## config.mk

```make
export PLATFORM = sky130hd
export DESIGN_NAME = ptb_time_base
export DESIGN_NICKNAME = d
export VERILOG_FILES = /design/src/rtl/ptb_time_base.v /design/src/rtl/ptb_prescaler.v
export VERILOG_INCLUDE_DIRS = /design/src /design/src/rtl
export SDC_FILE = /design/constraint.sdc
export NUM_CORES = 1
export LEC_CHECK = 0
export ABC_CLOCK_PERIOD_IN_PS = 4800
export BUFFER_PORTS_ARGS = -buffer_cell sky130_fd_sc_hd__clkbuf_2
export CAP_MARGIN = 10
export CORE_MARGIN = 3
export CORE_UTILIZATION = 46
export DETAILED_ROUTE_END_ITERATION = 7
export GPL_TIMING_DRIVEN = 0
export REMOVE_ABC_BUFFERS = 1
export SLEW_MARGIN = 20
export SYNTH_ARGS = -nofsm -noshare
export SYNTH_HDL_FRONTEND = slang
export SYNTH_HIERARCHICAL = 1
export SYNTH_SLANG_ARGS = --single-unit
```

## constraint.sdc

```tcl
create_clock -name clk -period 4.8 [get_ports clk]
set_input_delay 0.24 -clock clk [delete_from_list [all_inputs] [get_ports clk]]
set_output_delay 0.24 -clock clk [all_outputs]
set_load 0.03 [all_outputs]
```

## src/rtl/ptb_defs.vh

```
// constants for the pwm time base: register offsets, fields, reset values, timing
`ifndef PTB_DEFS_VH
`define PTB_DEFS_VH

// -----------------------------------------------------------------
// register offsets (byte addresses on the plain register port)
// -----------------------------------------------------------------
`define PTB_ADDR_CTRL0      4'h0
`define PTB_ADDR_CTRL1      4'h1
`define PTB_ADDR_COUNT_LO   4'h2
`define PTB_ADDR_COUNT_HI   4'h3
`define PTB_ADDR_PERIOD_LO  4'h4
`define PTB_ADDR_PERIOD_HI  4'h5
`define PTB_ADDR_PWMCTL1    4'h6
`define PTB_ADDR_DUTY_LO    4'h7
`define PTB_ADDR_DUTY_HI    4'h8

// -----------------------------------------------------------------
// field positions
// -----------------------------------------------------------------
// control zero: [7] run enable, [3:2] input prescale select, [1:0] mode
`define PTB_C0_RUN          7
`define PTB_C0_PRE_HI       3
`define PTB_C0_PRE_LO       2
`define PTB_C0_MODE_HI      1
`define PTB_C0_MODE_LO      0
// control one: [7] count direction flag (read only)
`define PTB_C1_DIR          7
// pwm control one: [7:4] postscale, [3] trigger dir, [2] zero, [1] update disable, [0] override sync
`define PTB_P1_POST_HI      7
`define PTB_P1_POST_LO      4
`define PTB_P1_TDIR         3
`define PTB_P1_BUFFER_UPDATE_DISABLE         1
`define PTB_P1_OVERRIDE_SYNC_SELECT        0

// -----------------------------------------------------------------
// modes and reset values
// -----------------------------------------------------------------
`define PTB_MODE_FREE       2'b00
`define PTB_MODE_SINGLE     2'b01
`define PTB_MODE_UPDN       2'b10
`define PTB_MODE_UPDN_INT   2'b11
`define PTB_RST_BYTE        8'h00
`define PTB_RST_WORD        16'h0000
`define PTB_P1_RESERVED     8'hFB

// -----------------------------------------------------------------
// timing: instruction clock is the oscillator divided by four
// -----------------------------------------------------------------
`define PTB_OSC_DIV         4
`define PTB_PRE_W           6

`endif

```

## src/rtl/ptb_time_base.v

```verilog
// pwm time base: 16-bit counter, period compare, modes, special event postscaler
`timescale 1ns/1ps
`default_nettype none
`include "ptb_defs.vh"

module ptb_time_base #(
   parameter CNT_W = 16
) (
   input  wire       clk,
   input  wire       rst_n,
   input  wire [3:0] addr,
   input  wire [7:0] wdata,
   input  wire       wr,
   input  wire       rd,
   output reg  [7:0] rdata,
   output reg        pwm_out,
   output reg        event_trigger,
   output reg        count_direction_flag,
   output reg        override_sync_select
);

   // -----------------------------------------------------------------
   // software registers
   // -----------------------------------------------------------------
   reg             time_base_run_enable_r;
   reg  [1:0]      input_prescale_select_r;
   reg  [1:0]      mode_r;
   reg  [7:0]      pwm_control_one_r;
   reg  [CNT_W-1:0] time_base_count_r;
   reg  [CNT_W-1:0] period_buf_r;
   reg  [CNT_W-1:0] time_base_period_r;   // active period
   reg  [CNT_W-1:0] duty_buf_r;
   reg  [CNT_W-1:0] duty_act_r;
   reg             first_half_r;
   reg  [3:0]      post_cnt_r;

   wire            tick;
   wire            wr_ctrl0 = wr && (addr == `PTB_ADDR_CTRL0);
   wire            wr_ctrl1 = wr && (addr == `PTB_ADDR_CTRL1);
   wire            wr_cnt_lo = wr && (addr == `PTB_ADDR_COUNT_LO);
   wire            wr_cnt_hi = wr && (addr == `PTB_ADDR_COUNT_HI);
   wire            wr_cnt = wr_cnt_lo || wr_cnt_hi;
   wire            updn = mode_r[1];
   wire            match = (time_base_count_r == time_base_period_r);
   wire            at_zero = (time_base_count_r == {CNT_W{1'b0}});
   wire            buffer_update_disable = pwm_control_one_r[`PTB_P1_BUFFER_UPDATE_DISABLE];
   wire            tdir = pwm_control_one_r[`PTB_P1_TDIR];
   wire [3:0]      post_sel = pwm_control_one_r[`PTB_P1_POST_HI:`PTB_P1_POST_LO];
   reg             period_end;

   // -----------------------------------------------------------------
   // prescaler, cleared by counter or control writes
   // -----------------------------------------------------------------
   ptb_prescaler u_pre (
      .clk   (clk),
      .rst_n (rst_n),
      .clr   (wr_cnt || wr_ctrl0 || wr_ctrl1),
      .sel   (input_prescale_select_r),
      .tick  (tick)
   );

   // -----------------------------------------------------------------
   // control registers
   // -----------------------------------------------------------------
   // single-shot clears run enable in hardware; a software write in the same cycle wins
   always @(posedge clk or negedge rst_n) begin
      if (!rst_n) begin
         time_base_run_enable_r  <= 1'b0;
         input_prescale_select_r <= 2'b00;
         mode_r                  <= `PTB_MODE_FREE;
         pwm_control_one_r       <= `PTB_RST_BYTE;
      end else begin
         if (wr_ctrl0) begin
            time_base_run_enable_r  <= wdata[`PTB_C0_RUN];
            input_prescale_select_r <= wdata[`PTB_C0_PRE_HI:`PTB_C0_PRE_LO];
            mode_r                  <= wdata[`PTB_C0_MODE_HI:`PTB_C0_MODE_LO];
         end else if (tick && time_base_run_enable_r && (mode_r == `PTB_MODE_SINGLE) && match) begin
            time_base_run_enable_r <= 1'b0;
         end
         if (wr && (addr == `PTB_ADDR_PWMCTL1))
            pwm_control_one_r <= wdata & `PTB_P1_RESERVED;
      end
   end

   // -----------------------------------------------------------------
   // counter, direction and first-half hold
   // -----------------------------------------------------------------
   // control writes never touch the count; the prescaler restarts, and on control one the postscaler count clears too
   always @(posedge clk or negedge rst_n) begin
      if (!rst_n) begin
         time_base_count_r    <= `PTB_RST_WORD;
         count_direction_flag <= 1'b0;
         first_half_r         <= 1'b1;
      end else if (wr_cnt) begin
         if (wr_cnt_lo)
            time_base_count_r[7:0] <= wdata;
         else
            time_base_count_r[15:8] <= wdata;
      end else if (!time_base_run_enable_r) begin
         count_direction_flag <= 1'b0;
         first_half_r         <= 1'b1;
      end else if (tick) begin
         if (!updn) begin
            count_direction_flag <= 1'b0;
            if (match)
               time_base_count_r <= {CNT_W{1'b0}};
            else
               time_base_count_r <= time_base_count_r + 16'd1;
         end else if (!count_direction_flag) begin
            if (match) begin
               count_direction_flag <= 1'b1;
               first_half_r         <= 1'b0;
               time_base_count_r    <= time_base_count_r - 16'd1;
            end else begin
               time_base_count_r <= time_base_count_r + 16'd1;
            end
         end else begin
            if (at_zero) begin
               count_direction_flag <= 1'b0;
               time_base_count_r    <= time_base_count_r + 16'd1;
            end else begin
               time_base_count_r <= time_base_count_r - 16'd1;
            end
         end
      end
   end

   // -----------------------------------------------------------------
   // buffers and copy to active at period boundary
   // -----------------------------------------------------------------
   always @* begin
      if (updn)
         period_end = count_direction_flag && at_zero;
      else
         period_end = match;
   end

   // while running, copying only at the boundary keeps a period from being cut short mid-cycle
   always @(posedge clk or negedge rst_n) begin
      if (!rst_n) begin
         period_buf_r       <= `PTB_RST_WORD;
         duty_buf_r         <= `PTB_RST_WORD;
         time_base_period_r <= `PTB_RST_WORD;
         duty_act_r         <= `PTB_RST_WORD;
      end else begin
         if (wr && addr == `PTB_ADDR_PERIOD_LO) period_buf_r[7:0]  <= wdata;
         if (wr && addr == `PTB_ADDR_PERIOD_HI) period_buf_r[15:8] <= wdata;
         if (wr && addr == `PTB_ADDR_DUTY_LO)   duty_buf_r[7:0]    <= wdata;
         if (wr && addr == `PTB_ADDR_DUTY_HI)   duty_buf_r[15:8]   <= wdata;
         if (!buffer_update_disable && (!time_base_run_enable_r || (tick && period_end))) begin
            time_base_period_r <= period_buf_r;
            duty_act_r         <= duty_buf_r;
         end
      end
   end

   // -----------------------------------------------------------------
   // pwm output, special event trigger with postscaler
   // -----------------------------------------------------------------
   always @(posedge clk or negedge rst_n) begin
      if (!rst_n) begin
         pwm_out              <= 1'b0;
         event_trigger        <= 1'b0;
         post_cnt_r           <= 4'h0;
         override_sync_select <= 1'b0;
      end else begin
         override_sync_select <= pwm_control_one_r[`PTB_P1_OVERRIDE_SYNC_SELECT];
         pwm_out <= time_base_run_enable_r && !(updn && first_half_r)
                    && (time_base_count_r < duty_act_r);
         event_trigger <= 1'b0;
         if (wr_ctrl1 || (wr && addr == `PTB_ADDR_PWMCTL1)) begin
            post_cnt_r <= 4'h0;
         end else if (tick && time_base_run_enable_r && match
                      && (count_direction_flag == tdir)) begin
            if (post_cnt_r >= post_sel) begin
               post_cnt_r    <= 4'h0;
               event_trigger <= 1'b1;
            end else begin
               post_cnt_r <= post_cnt_r + 4'h1;
            end
         end
      end
   end

   // -----------------------------------------------------------------
   // read port: data stand in the cycle after the strobe
   // -----------------------------------------------------------------
   always @(posedge clk or negedge rst_n) begin
      if (!rst_n) begin
         rdata <= `PTB_RST_BYTE;
      end else if (rd) begin
         case (addr)
            `PTB_ADDR_CTRL0:     rdata <= {time_base_run_enable_r, 3'b000, input_prescale_select_r, mode_r};
            `PTB_ADDR_CTRL1:     rdata <= {count_direction_flag, 7'b000_0000};
            `PTB_ADDR_COUNT_LO:  rdata <= time_base_count_r[7:0];
            `PTB_ADDR_COUNT_HI:  rdata <= time_base_count_r[15:8];
            `PTB_ADDR_PERIOD_LO: rdata <= period_buf_r[7:0];
            `PTB_ADDR_PERIOD_HI: rdata <= period_buf_r[15:8];
            `PTB_ADDR_PWMCTL1:   rdata <= pwm_control_one_r;
            `PTB_ADDR_DUTY_LO:   rdata <= duty_buf_r[7:0];
            `PTB_ADDR_DUTY_HI:   rdata <= duty_buf_r[15:8];
            default:             rdata <= 8'h00;
         endcase
      end else begin
         rdata <= 8'h00;
      end
   end

endmodule
`default_nettype wire

```

## src/rtl/ptb_prescaler.v

```verilog
// prescaler that turns the instruction tick into the time base input tick
`timescale 1ns/1ps
`default_nettype none
`include "ptb_defs.vh"

module ptb_prescaler (
   input  wire       clk,
   input  wire       rst_n,
   input  wire       clr,
   input  wire [1:0] sel,
   output reg        tick
);

   // -----------------------------------------------------------------
   // oscillator divided by four, then 1:1/4/16/64
   // -----------------------------------------------------------------
   reg  [1:0]              osc_cnt_r;
   reg  [`PTB_PRE_W-1:0]   pre_cnt_r;
   wire                    inst_tick;
   reg                     pre_done;

   assign inst_tick = (osc_cnt_r == 2'd3);

   // terminal count chosen by the select field
   always @* begin
      case (sel)
         2'b00:   pre_done = 1'b1;
         2'b01:   pre_done = (pre_cnt_r[1:0] == 2'b11);
         2'b10:   pre_done = (pre_cnt_r[3:0] == 4'hF);
         default: pre_done = (pre_cnt_r == 6'h3F);
      endcase
   end

   // both counters restart on clr so the first tick after a write is a full period
   always @(posedge clk or negedge rst_n) begin
      if (!rst_n) begin
         osc_cnt_r <= 2'd0;
         pre_cnt_r <= {`PTB_PRE_W{1'b0}};
         tick      <= 1'b0;
      end else if (clr) begin
         osc_cnt_r <= 2'd0;
         pre_cnt_r <= {`PTB_PRE_W{1'b0}};
         tick      <= 1'b0;
      end else begin
         osc_cnt_r <= osc_cnt_r + 2'd1;
         tick      <= 1'b0;
         if (inst_tick) begin
            if (pre_done) begin
               pre_cnt_r <= {`PTB_PRE_W{1'b0}};
               tick      <= 1'b1;
            end else begin
               pre_cnt_r <= pre_cnt_r + 6'd1;
            end
         end
      end
   end

endmodule
`default_nettype wire

```

==> impl_metrics.tcl, run 1 <==
set metrics [dict create \
    clock_latency_ns 0.42 \
    synth_seq_cells 118 \
    synth_area_leader_cell "dfrtp_1" \
    cts_buffer_depth 2 \
    switching_share_pct 34.79 \
    cts_tree "done" \
    io_buffers 27 \
    drtIter0Drc 491 \
    netlist-cell-type-count 80 \
    yosysSeqAreaShare_pct 42.49 \
    grt_pass1_wl_um 30480 \
    tightest_slew_ns 1.008 \
    clock_sinks 118 \
    min_period_over_period_pct 72.00 \
    vias_per_cell 6.132 \
    slew_headroom_pct 32.77 \
    wl_um 19240 \
    wl_met2_um 9221 \
    reg2reg_from "time_base_count_r[7]" \
    drive_gt1_share_pct 20.03 \
    vias 5451 \
    wl_per_cell_um 21.64 \
    placed_area_sq_um 7189 \
    cts_max_level 4 \
    arrival_ns 3.76 \
    die_h_um 128.9 \
    grt_usage_pct 24.22 \
    synth_common_cells "dfrtp_1 (117), mux2_2 (52), nand2_1 (52)" \
    drtAntennaViolNets 0 \
    pwr_density_cell_nw_per_um2 531.1 \
    drt-met1-wl_um 8647 \
    fp-row-count 44 \
    dr.pass1.iters 5 \
    maxCapViolCount 0 \
    worst_setup_path_end_kind "register" \
    nNetsFinal 732 \
    yosysMostFrequentCell "dfrtp_1" \
    vdd_drop_max_v 0.0003568 \
    startpoint_type "register" \
    cts_resized 0 \
    async_reset_ff_share_pct 100.0 \
    leakagePower_nw 3.405 \
    status "finished, final reports clean" \
    synth.avg_cell_area_sq_um 10.22 \
    power_frac_seq_pct 40.1 \
    clkPwrFrac_pct 32.3 \
    finClkSkew_ns 0.009855 \
    fp.dieW_um 128.9 \
    initial_utilization_pct 47.47 \
    postLayoutCoreUtil_pct 53.44 \
    required_ns 5.10 \
    remaining_drc_errors 0 \
    post_cts_buffers 0 \
    rsz0062_at_grt "false" \
    grt_max_degree 63 \
    synth_flop_cell "dfrtp_1" \
    fmax_ghz 0.2894 \
    worst-path-max-fanout 27 \
    antenna_found_initial 0 \
    fin_crit_ns 3.456 \
    yosysWarnings 6 \
    gp_congestion 0.9202 \
    cts_hold_buf 1 \
    synth-edff-count 0 \
    synthCells 680 \
    fp.coreArea_sq_um 14640 \
    power.combinational.fraction_pct 27.6 \
    clkTransAtPathRegs_ns 0.06 \
    grt_pass1_vias 5393 \
    route.met3.wl_um 1045 \
    setup_viol 0 \
    synthToLayoutAreaGrowth_pct 12.58 \
    cts_inserted_buffers 17 \
    dieArea_sq_um 16620 \
    syn_area_sq_um 6952 \
    highest_layer "met4" \
    report.final.slew_viol_count 0 \
    p_int_w 0.002710 \
    switchingPower_w 0.001446 \
    stdcell_area_sq_um 7826 \
    overflow 0 \
    synth.area.top_cells "dfrtp_1 (42%), mux2_2 (8.4%), ha_1 (4.5%), mux2_1 (4.0%), xnor2_1 (2.9%)" \
    cp-startpoint "time_base_count_r[7]" \
    hold_violations 0 \
    criticalPathCategory "register to register" \
    hold_class "primary input to register" \
    root_buffer "clkbuf_16" \
    synth_top_area_share_pct 42.12 \
    hpwl_um 13470 \
    ios 28 \
    min-delay-start "wdata[1]" \
]
[through the flow]
step / hold WS (ns) / TNS (ns) / cells / setup WS, ns / total power, W
after CTS: 0.2007 / 0 / 888 / 1.411 / 0.004173
after global placement: 0.4160 / -7.038 / 850 / -0.2242 / 0.002747
final: 0.2143 / 0 / 889 / 1.344 / 0.004156
after global routing: 0.2244 / 0 / 888 / 1.245 / 0.004398
after floorplan: -0.05559 / 0 / 639 / 1.417 / 0.002394
after detailed placement: 0.2475 / 0 / 855 / 1.030 / 0.002816
[placed cells by master, fill, tap and decap left out, types with 5 or more instances in the layout]
master	synthesis	layout
and3_1	6	6
a31oi_1	5	5
a22o_1	6	6
xor2_1	5	5
nor3_1	6	6
nor2_1	51	51
a2bb2oi_1	5	5
xnor2_1	23	23
a21o_1	9	9
nand2_1	52	52
a221oi_1	5	5
nor4_1	7	6
mux2i_1	12	12
nor2b_1	9	9
ha_1	25	25
clkbuf_2	1	26
nand3_1	20	20
dfrtp_1	117	117
o21ai_0	29	29
a21oi_1	37	36
mux2_1	25	25
clkbuf_16	0	17
and2_1	6	6
inv_1	31	31
nand4_1	13	13
mux2_2	52	52
[power by group through the flow]
stage | Sequential, W | Clock (W) | Combinational, W
6_report | 0.00167 | 0.00134 | 0.00115
3_3_place_gp | 0.00166 | 0 | 0.00109
2_1_floorplan | 0.00155 | 0 | 0.000847
4_1_cts | 0.00166 | 0.00136 | 0.00115
5_1_grt | 0.00171 | 0.00141 | 0.00128
3_5_place_dp | 0.00168 | 0 | 0.00114
[per-layer routing]
metal / vias up / GRT usage, %
met5: - / 0
met3: 22 / 5.729
met2: 159 / 38.38
met4: 0 / 7.041
li1: 2498 / -
met1: 2772 / 33.29
[flip-flops by register name, summed over array words and instances (netlist names)]
signal / cells
count_direction_flag: 1
event_trigger: 1
input_prescale_select_r: 2
period_buf_r: 16
override_sync_select: 1
post_cnt_r: 4
pwm_out: 1
duty_act_r: 16
pwm_control_one_r: 7
rdata: 8
mode_r: 2
time_base_period_r: 16
time_base_run_enable_r: 1
time_base_count_r: 16
u_pre/osc_cnt_r: 2
duty_buf_r: 16
u_pre/pre_cnt_r: 6
first_half_r: 1
u_pre/tick: 1
[layout make-up]
cell class                 instances  area [sq um]
inverter                          31         116.4
clock buffer                      19         452.9
multi-input combinational        490          3681
antenna                            1         2.502
fill                            1299          6818
clock inverter                    13         167.7
timing repair buffer              33         221.5
sequential                       118          2954
tap                              184         230.2
[worst max-delay path, stage by stage (launching register included)]
cell	delay [ns]
dfrtp_1	0.70
xnor2_1	0.19
nand4_1	0.16
nor4_2	0.73
buf_2	0.33
nand2_1	0.17
a311o_2	0.50
buf_12	0.21
mux2_1	0.33
[kinds of logic after synthesis]
group | share of synthesized area (%)
compound gates | 14.13
xor+xnor | 3.528
fa+ha+maj | 4.500
buf+inv | 4.787
flops | 42.49
mux | 15.17
simple gates | 15.39
[final timing paths]
check | slack (ns) | end | depth (start not counted)
worst min-delay path | 0.21 | mode_r[1] | 2
worst max register to register | 1.34 | duty_act_r[14] | 8
worst max-delay path | 1.34 | duty_act_r[14] | 8
max in group asynchronous | 3.79 | duty_buf_r[7] | 3
min in group asynchronous | 0.36 | time_base_count_r[2] | 2
worst min register to register | 0.43 | u_pre/osc_cnt_r[0] | 1
Note: power is estimated with default switching activity, not from simulation.
==> run 2: changes to the inputs <==
--- a/config.mk
+++ b/config.mk
@@ -6,7 +6,7 @@
 export SDC_FILE = /design/constraint.sdc
 export NUM_CORES = 1
 export LEC_CHECK = 0
-export ABC_CLOCK_PERIOD_IN_PS = 4800
+export ABC_CLOCK_PERIOD_IN_PS = 3400
 export BUFFER_PORTS_ARGS = -buffer_cell sky130_fd_sc_hd__clkbuf_2
 export CAP_MARGIN = 10
 export CORE_MARGIN = 3
==> constraint.sdc (replaced) <==
create_clock -name clk -period 3.4 [get_ports clk]
set_input_delay 0.17 -clock clk [delete_from_list [all_inputs] [get_ports clk]]
set_output_delay 0.17 -clock clk [all_outputs]
set_load 0.03 [all_outputs]
==> impl_metrics.tcl, run 2 (same netlist as run 1, synthesis figures left out) <==
set metrics [dict create \
    cts_inserted_buffers 17 \
    drive_gt1_share_pct 20.03 \
    wl_um 19320 \
    drtIter0Drc 458 \
    cts_max_level 4 \
    path_cells "xnor2_1, nand4_1, nor4_4, buf_2, nand2_1, a311o_2, buf_12, mux2_1" \
    report.final.slew_viol_count 0 \
    antenna_found_initial 0 \
    power.combinational.fraction_pct 27.6 \
    clock_latency_ns 0.43 \
    slew_headroom_pct 33.37 \
    hold-path-cell-count 2 \
    dpl.cell_count 855 \
    fmax_ghz 0.3038 \
    clkTransAtPathRegs_ns 0.06 \
    pre_cts_slack_ns -0.2999 \
    max_stage_delay_ns 0.71 \
    postLayoutCoreUtil_pct 53.50 \
    io_buffers 27 \
    drtAntennaViolNets 0 \
    worst_setup_path_end_kind "register" \
    hold_violations 0 \
    ios 28 \
    fp.dieW_um 128.9 \
    switching_share_pct 34.96 \
    min_period_over_period_pct 96.81 \
    power_frac_seq_pct 40.1 \
    pwr_density_cell_nw_per_um2 750.9 \
    p_int_w 0.003827 \
    finClkSkew_ns 0.009551 \
    cts_buffer_depth 2 \
    worst_r2r_path_depth 8 \
    grt_max_degree 63 \
    arrival_ns 3.60 \
    vdd_drop_max_v 0.0005044 \
    die_h_um 128.9 \
    fin_crit_ns 3.292 \
    critPathSlowestCell "dfrtp_1" \
    total_power_w 0.005883 \
    clock_sinks 118 \
    grt_usage_pct 24.22 \
    leakagePower_nw 3.417 \
    rsz0062_at_grt "false" \
    worst-path-max-fanout 27 \
    gp_congestion 0.9202 \
    status "finished, final reports clean" \
    switchingPower_w 0.002057 \
    maxCapViolCount 0 \
    overflow 0 \
    hold_class "primary input to register" \
    wl_per_cell_um 21.73 \
    root_buffer "clkbuf_16" \
    synthToLayoutAreaGrowth_pct 12.71 \
    tightest_slew_ns 0.9994 \
    dr.pass1.iters 5 \
    grt_pass1_vias 5393 \
    fin_ws_ns 0.1084 \
    startpoint_type "register" \
    n_fill_cell 1296 \
    nNetsFinal 732 \
    vias_per_cell 6.117 \
    fp-row-count 44 \
    cts_tree "done" \
    hpwl_um 13470 \
    reg2reg_slack_ns 0.11 \
    stdcell_count 889 \
    grt_pass1_wl_um 30480 \
    remaining_drc_errors 0 \
    dieArea_sq_um 16620 \
    setup_viol 0 \
    clkPwrFrac_pct 32.3 \
    hold_ws_ns 0.1407 \
    required_ns 3.70 \
    fp.coreArea_sq_um 14640 \
    layout_commonest_cell "dfrtp_1" \
    post_cts_buffers 0 \
    initial_utilization_pct 47.47 \
    vias 5438 \
    criticalPathCategory "register to register" \
    final_cell_mix "dfrtp_1 (117), nand2_1 (52), mux2_2 (52), nor2_1 (51), a21oi_1 (36)" \
]
[run 2: cell types whose count changed in the layout (fill, tap and decap cells not counted)]
cell	change
nor4_4	+1
nor4_2	-1
[run 2: routing by layer]
| metal | up-vias | routed length, um | global-route usage, % |
|---|---|---|---|
| li1 | 2499 | - | - |
| met1 | 2761 | 8613 | 33.29 |
| met2 | 156 | 9244 | 38.38 |
| met3 | 22 | 1134 | 5.729 |
| met4 | 0 | 323 | 7.041 |
| met5 | - | 0 | 0 |
[run 2: worst paths after layout]
path / start / endpoint
max: time_base_count_r[7] / duty_act_r[14]
min: wdata[1] / pwm_control_one_r[1]
max reg2reg: time_base_count_r[7] / duty_act_r[14]
min reg2reg: u_pre/osc_cnt_r[0] / u_pre/osc_cnt_r[0]
max in group asynchronous: rst_n / duty_buf_r[7]
min in group asynchronous: rst_n / time_base_count_r[2]
[run 2: per-stage QoR]
stage | TNS (ns) | cell area [sq um]
final | 0 | 7835
after global routing | 0 | 7833
after CTS | 0 | 7820
after detailed placement | -1.257 | 7189
after global placement | -71.53 | 7101
after floorplan | 0 | 6735
[run 2: timing repair]
action / 4_1_cts / 5_1_grt
gates resized for setup: 0 / 1
setup endpoints to repair: 0 / 28
hold buffers: 1 / 0
endpoints found under the hold margin: 55 / 0
[run 2: cell type report]
class	instances	area (sq um)	area share, %
multi-input cells	490	3690	47.09
flip-flops and latches	118	2954	37.70
clock buffers	19	452.9	5.781
well taps	184	230.2	2.938
repair buffers	33	221.5	2.827
clock inverters	13	167.7	2.140
inverters	31	116.4	1.485
diodes	1	2.502	0.03194
[run 2: power by group through the flow]
| stage | Clock [W] | Sequential [W] | Combinational (W) |
|---|---|---|---|
| 6_report | 0.00190 | 0.00236 | 0.00162 |
| 4_1_cts | 0.00192 | 0.00235 | 0.00162 |
| 3_3_place_gp | 0 | 0.00235 | 0.00153 |
| 2_1_floorplan | 0 | 0.00218 | 0.00120 |
| 5_1_grt | 0.00199 | 0.00242 | 0.00181 |
| 3_5_place_dp | 0 | 0.00237 | 0.00161 |
[run 2: critical path: cells and delay by family (launching register included)]
kind | cells | cell delay [ns]
flops | 1 | 0.71
mux | 1 | 0.33
compound gates | 1 | 0.50
xor+xnor | 1 | 0.19
simple gates | 3 | 0.92
buf+inv | 2 | 0.51
==> run 3: changes to the inputs <==
--- a/config.mk
+++ b/config.mk
@@ -6,13 +6,13 @@
 export SDC_FILE = /design/constraint.sdc
 export NUM_CORES = 1
 export LEC_CHECK = 0
-export ABC_CLOCK_PERIOD_IN_PS = 3400
 export BUFFER_PORTS_ARGS = -buffer_cell sky130_fd_sc_hd__clkbuf_2
 export CAP_MARGIN = 10
 export CORE_MARGIN = 3
 export CORE_UTILIZATION = 46
 export DETAILED_ROUTE_END_ITERATION = 7
 export GPL_TIMING_DRIVEN = 0
+export PLACE_DENSITY = 0.63
 export REMOVE_ABC_BUFFERS = 1
 export SLEW_MARGIN = 20
 export SYNTH_ARGS = -nofsm -noshare
==> impl_metrics.tcl, run 3 (same netlist as run 1, synthesis figures left out) <==
set metrics [dict create \
    status "finished, final reports clean" \
    leakagePower_nw 3.408 \
    fin_ws_ns 0.09472 \
    layout_commonest_cell "dfrtp_1" \
    nNetsFinal 732 \
    cts_max_level 4 \
    dr.pass1.iters 7 \
    reg2reg_from "time_base_count_r[7]" \
    wl_um 19610 \
    ios 28 \
    clock_latency_ns 0.42 \
    cts_tree "done" \
    criticalPathCategory "register to register" \
    fp.coreArea_sq_um 14640 \
    multi_input_area_sq_um 3686 \
    synthToLayoutAreaGrowth_pct 12.87 \
    wl_per_cell_um 22.08 \
    startpoint_type "register" \
    pwr_density_cell_nw_per_um2 752.2 \
    clock_sinks 118 \
    min_period_over_period_pct 97.21 \
    antenna_cells 0 \
    fp-row-count 44 \
    dieArea_sq_um 16620 \
    hold_violations 0 \
    drive_gt1_share_pct 20.17 \
    rsz0062_at_grt "false" \
    worst_r2r_path_depth 7 \
    hpwl_um 13420 \
    fin_crit_ns 3.305 \
    clkPwrFrac_pct 32.3 \
    regArea_sq_um 2955 \
    power.combinational.fraction_pct 27.7 \
    grt_max_degree 84 \
    maxCapViolCount 0 \
    fp.dieW_um 128.9 \
    stdcell_area_sq_um 7846 \
    slew_headroom_pct 33.61 \
    final_cell_mix "dfrtp_1 (116), nand2_1 (52), mux2_2 (52), nor2_1 (51), a21oi_1 (36)" \
    crit_path_end "time_base_period_r[5]" \
    max_stage_delay_ns 0.71 \
    fmax_ghz 0.3025 \
    vias_per_cell 6.285 \
    io_buffers 27 \
    pre_cts_slack_ns -0.3608 \
    remaining_drc_errors 0 \
    p_int_w 0.003839 \
    root_buffer "clkbuf_16" \
    switching_share_pct 34.95 \
    cts_buffer_depth 2 \
    die_h_um 128.9 \
    initial_utilization_pct 47.47 \
    cp-startpoint "time_base_count_r[7]" \
    worst-path-max-fanout 22 \
    cts_inserted_buffers 17 \
    drtIter0Drc 719 \
    antenna_found_initial 0 \
    tightest_slew_ns 0.9932 \
    required_ns 3.70 \
    placed_area_sq_um 7201 \
    worst_setup_path_end_kind "register" \
    vias 5581 \
    reg2reg_to "time_base_period_r[5]" \
    overflow 0 \
    vdd_drop_max_v 0.0004230 \
    setup_viol 0 \
    clkTransAtPathRegs_ns 0.06 \
    path_cells "xnor2_1, nand4_1, nor4_2, nand2_1, a311o_2, buf_16, mux2_1" \
    reg2reg_slack_ns 0.09 \
    grt_pass1_wl_um 31000 \
    report.final.slew_viol_count 0 \
    gp_congestion 0.9222 \
    grt_usage_pct 24.50 \
    critPathSlowestCell "dfrtp_1" \
    power_frac_seq_pct 39.9 \
    arrival_ns 3.61 \
    switchingPower_w 0.002063 \
    finClkSkew_ns 0.01046 \
    n_fill_cell 1284 \
    hold_class "primary input to register" \
    drtAntennaViolNets 0 \
    grt_pass1_vias 5606 \
]
-- run 3: changes by cell type in the layout (fill, tap and decap cells not counted), sizes merged --
cell	change
clkbuf	+1
diode	-1
inv	-1
-- run 3: worst max-delay path, delay by kind of cell, from the launching register on --
family                    cells  cell delay (ns)
muxes                         1             0.33
DFF                           1             0.71
buffers and inverters         1             0.23
AOI/OAI and AO/OA             1             0.60
xor gates and xnor gates      1             0.19
and+or+nand+nor               3             1.10
-- run 3: power groups by stage --
| stage | Sequential [W] | Combinational (W) | Clock (W) |
|---|---|---|---|
| CTS | 0.00233 | 0.00163 | 0.00193 |
| finish | 0.00236 | 0.00164 | 0.00191 |
| detailed placement | 0.00235 | 0.00161 | 0 |
| floorplan | 0.00218 | 0.00120 | 0 |
| global placement | 0.00233 | 0.00153 | 0 |
| global route | 0.00241 | 0.00183 | 0.00200 |
-- run 3: final cells by class --
type                    count  area share (%)
flip-flops and latches    118           37.67
clock buffers              20           5.820
clock inverters            12           2.153
repair buffers             33           2.966
multi-input cells         490           46.98
well taps                 184           2.934
inverters                  31           1.483
-- run 3: repair_timing --
item | 4_1_cts | 5_1_grt
resized for setup | 0 | 2
hold buffers | 1 | 0
endpoints found under the setup margin | 0 | 23
endpoints found under the hold margin | 35 | 0
setup buffers | 0 | 0
-- run 3: per-stage QoR --
stage / util [%] / hold slack [ns] / power (W) / instances / setup TNS, ns
floorplan: - / -0.1256 / 0.003380 / 639 / 0
global placement: 48.49 / 0.4049 / 0.003856 / 850 / -61.84
detailed placement: 49.17 / 0.1065 / 0.003967 / 855 / -1.614
CTS: 53.51 / 0.1131 / 0.005891 / 888 / 0
global route: 53.58 / 0.1348 / 0.006241 / 888 / 0
finish: 53.58 / 0.1238 / 0.005902 / 888 / 0
-- run 3: per-layer routing --
layer  GRT usage [%]  vias to the layer above  routed length (um)
met5               0                        -                   0
met4           9.450                        0                 468
met2           38.75                      224                9493
met3           5.729                       45                1307
li1                -                     2490                   -
met1           32.80                     2822                8339
-- run 3: worst min-delay path by stage --
stage	to	cells past startpoint	slack [ns]	from
after floorplan	count_direction_flag	0	-0.13	rst_n
after global placement	override_sync_select	0	0.40	pwm_control_one_r[0]
after detailed placement	time_base_count_r[9]	1	0.11	rst_n
after CTS	pwm_control_one_r[6]	3	0.11	wdata[6]
after global routing	duty_buf_r[1]	2	0.13	wdata[1]
final	pwm_control_one_r[6]	3	0.12	wdata[6]
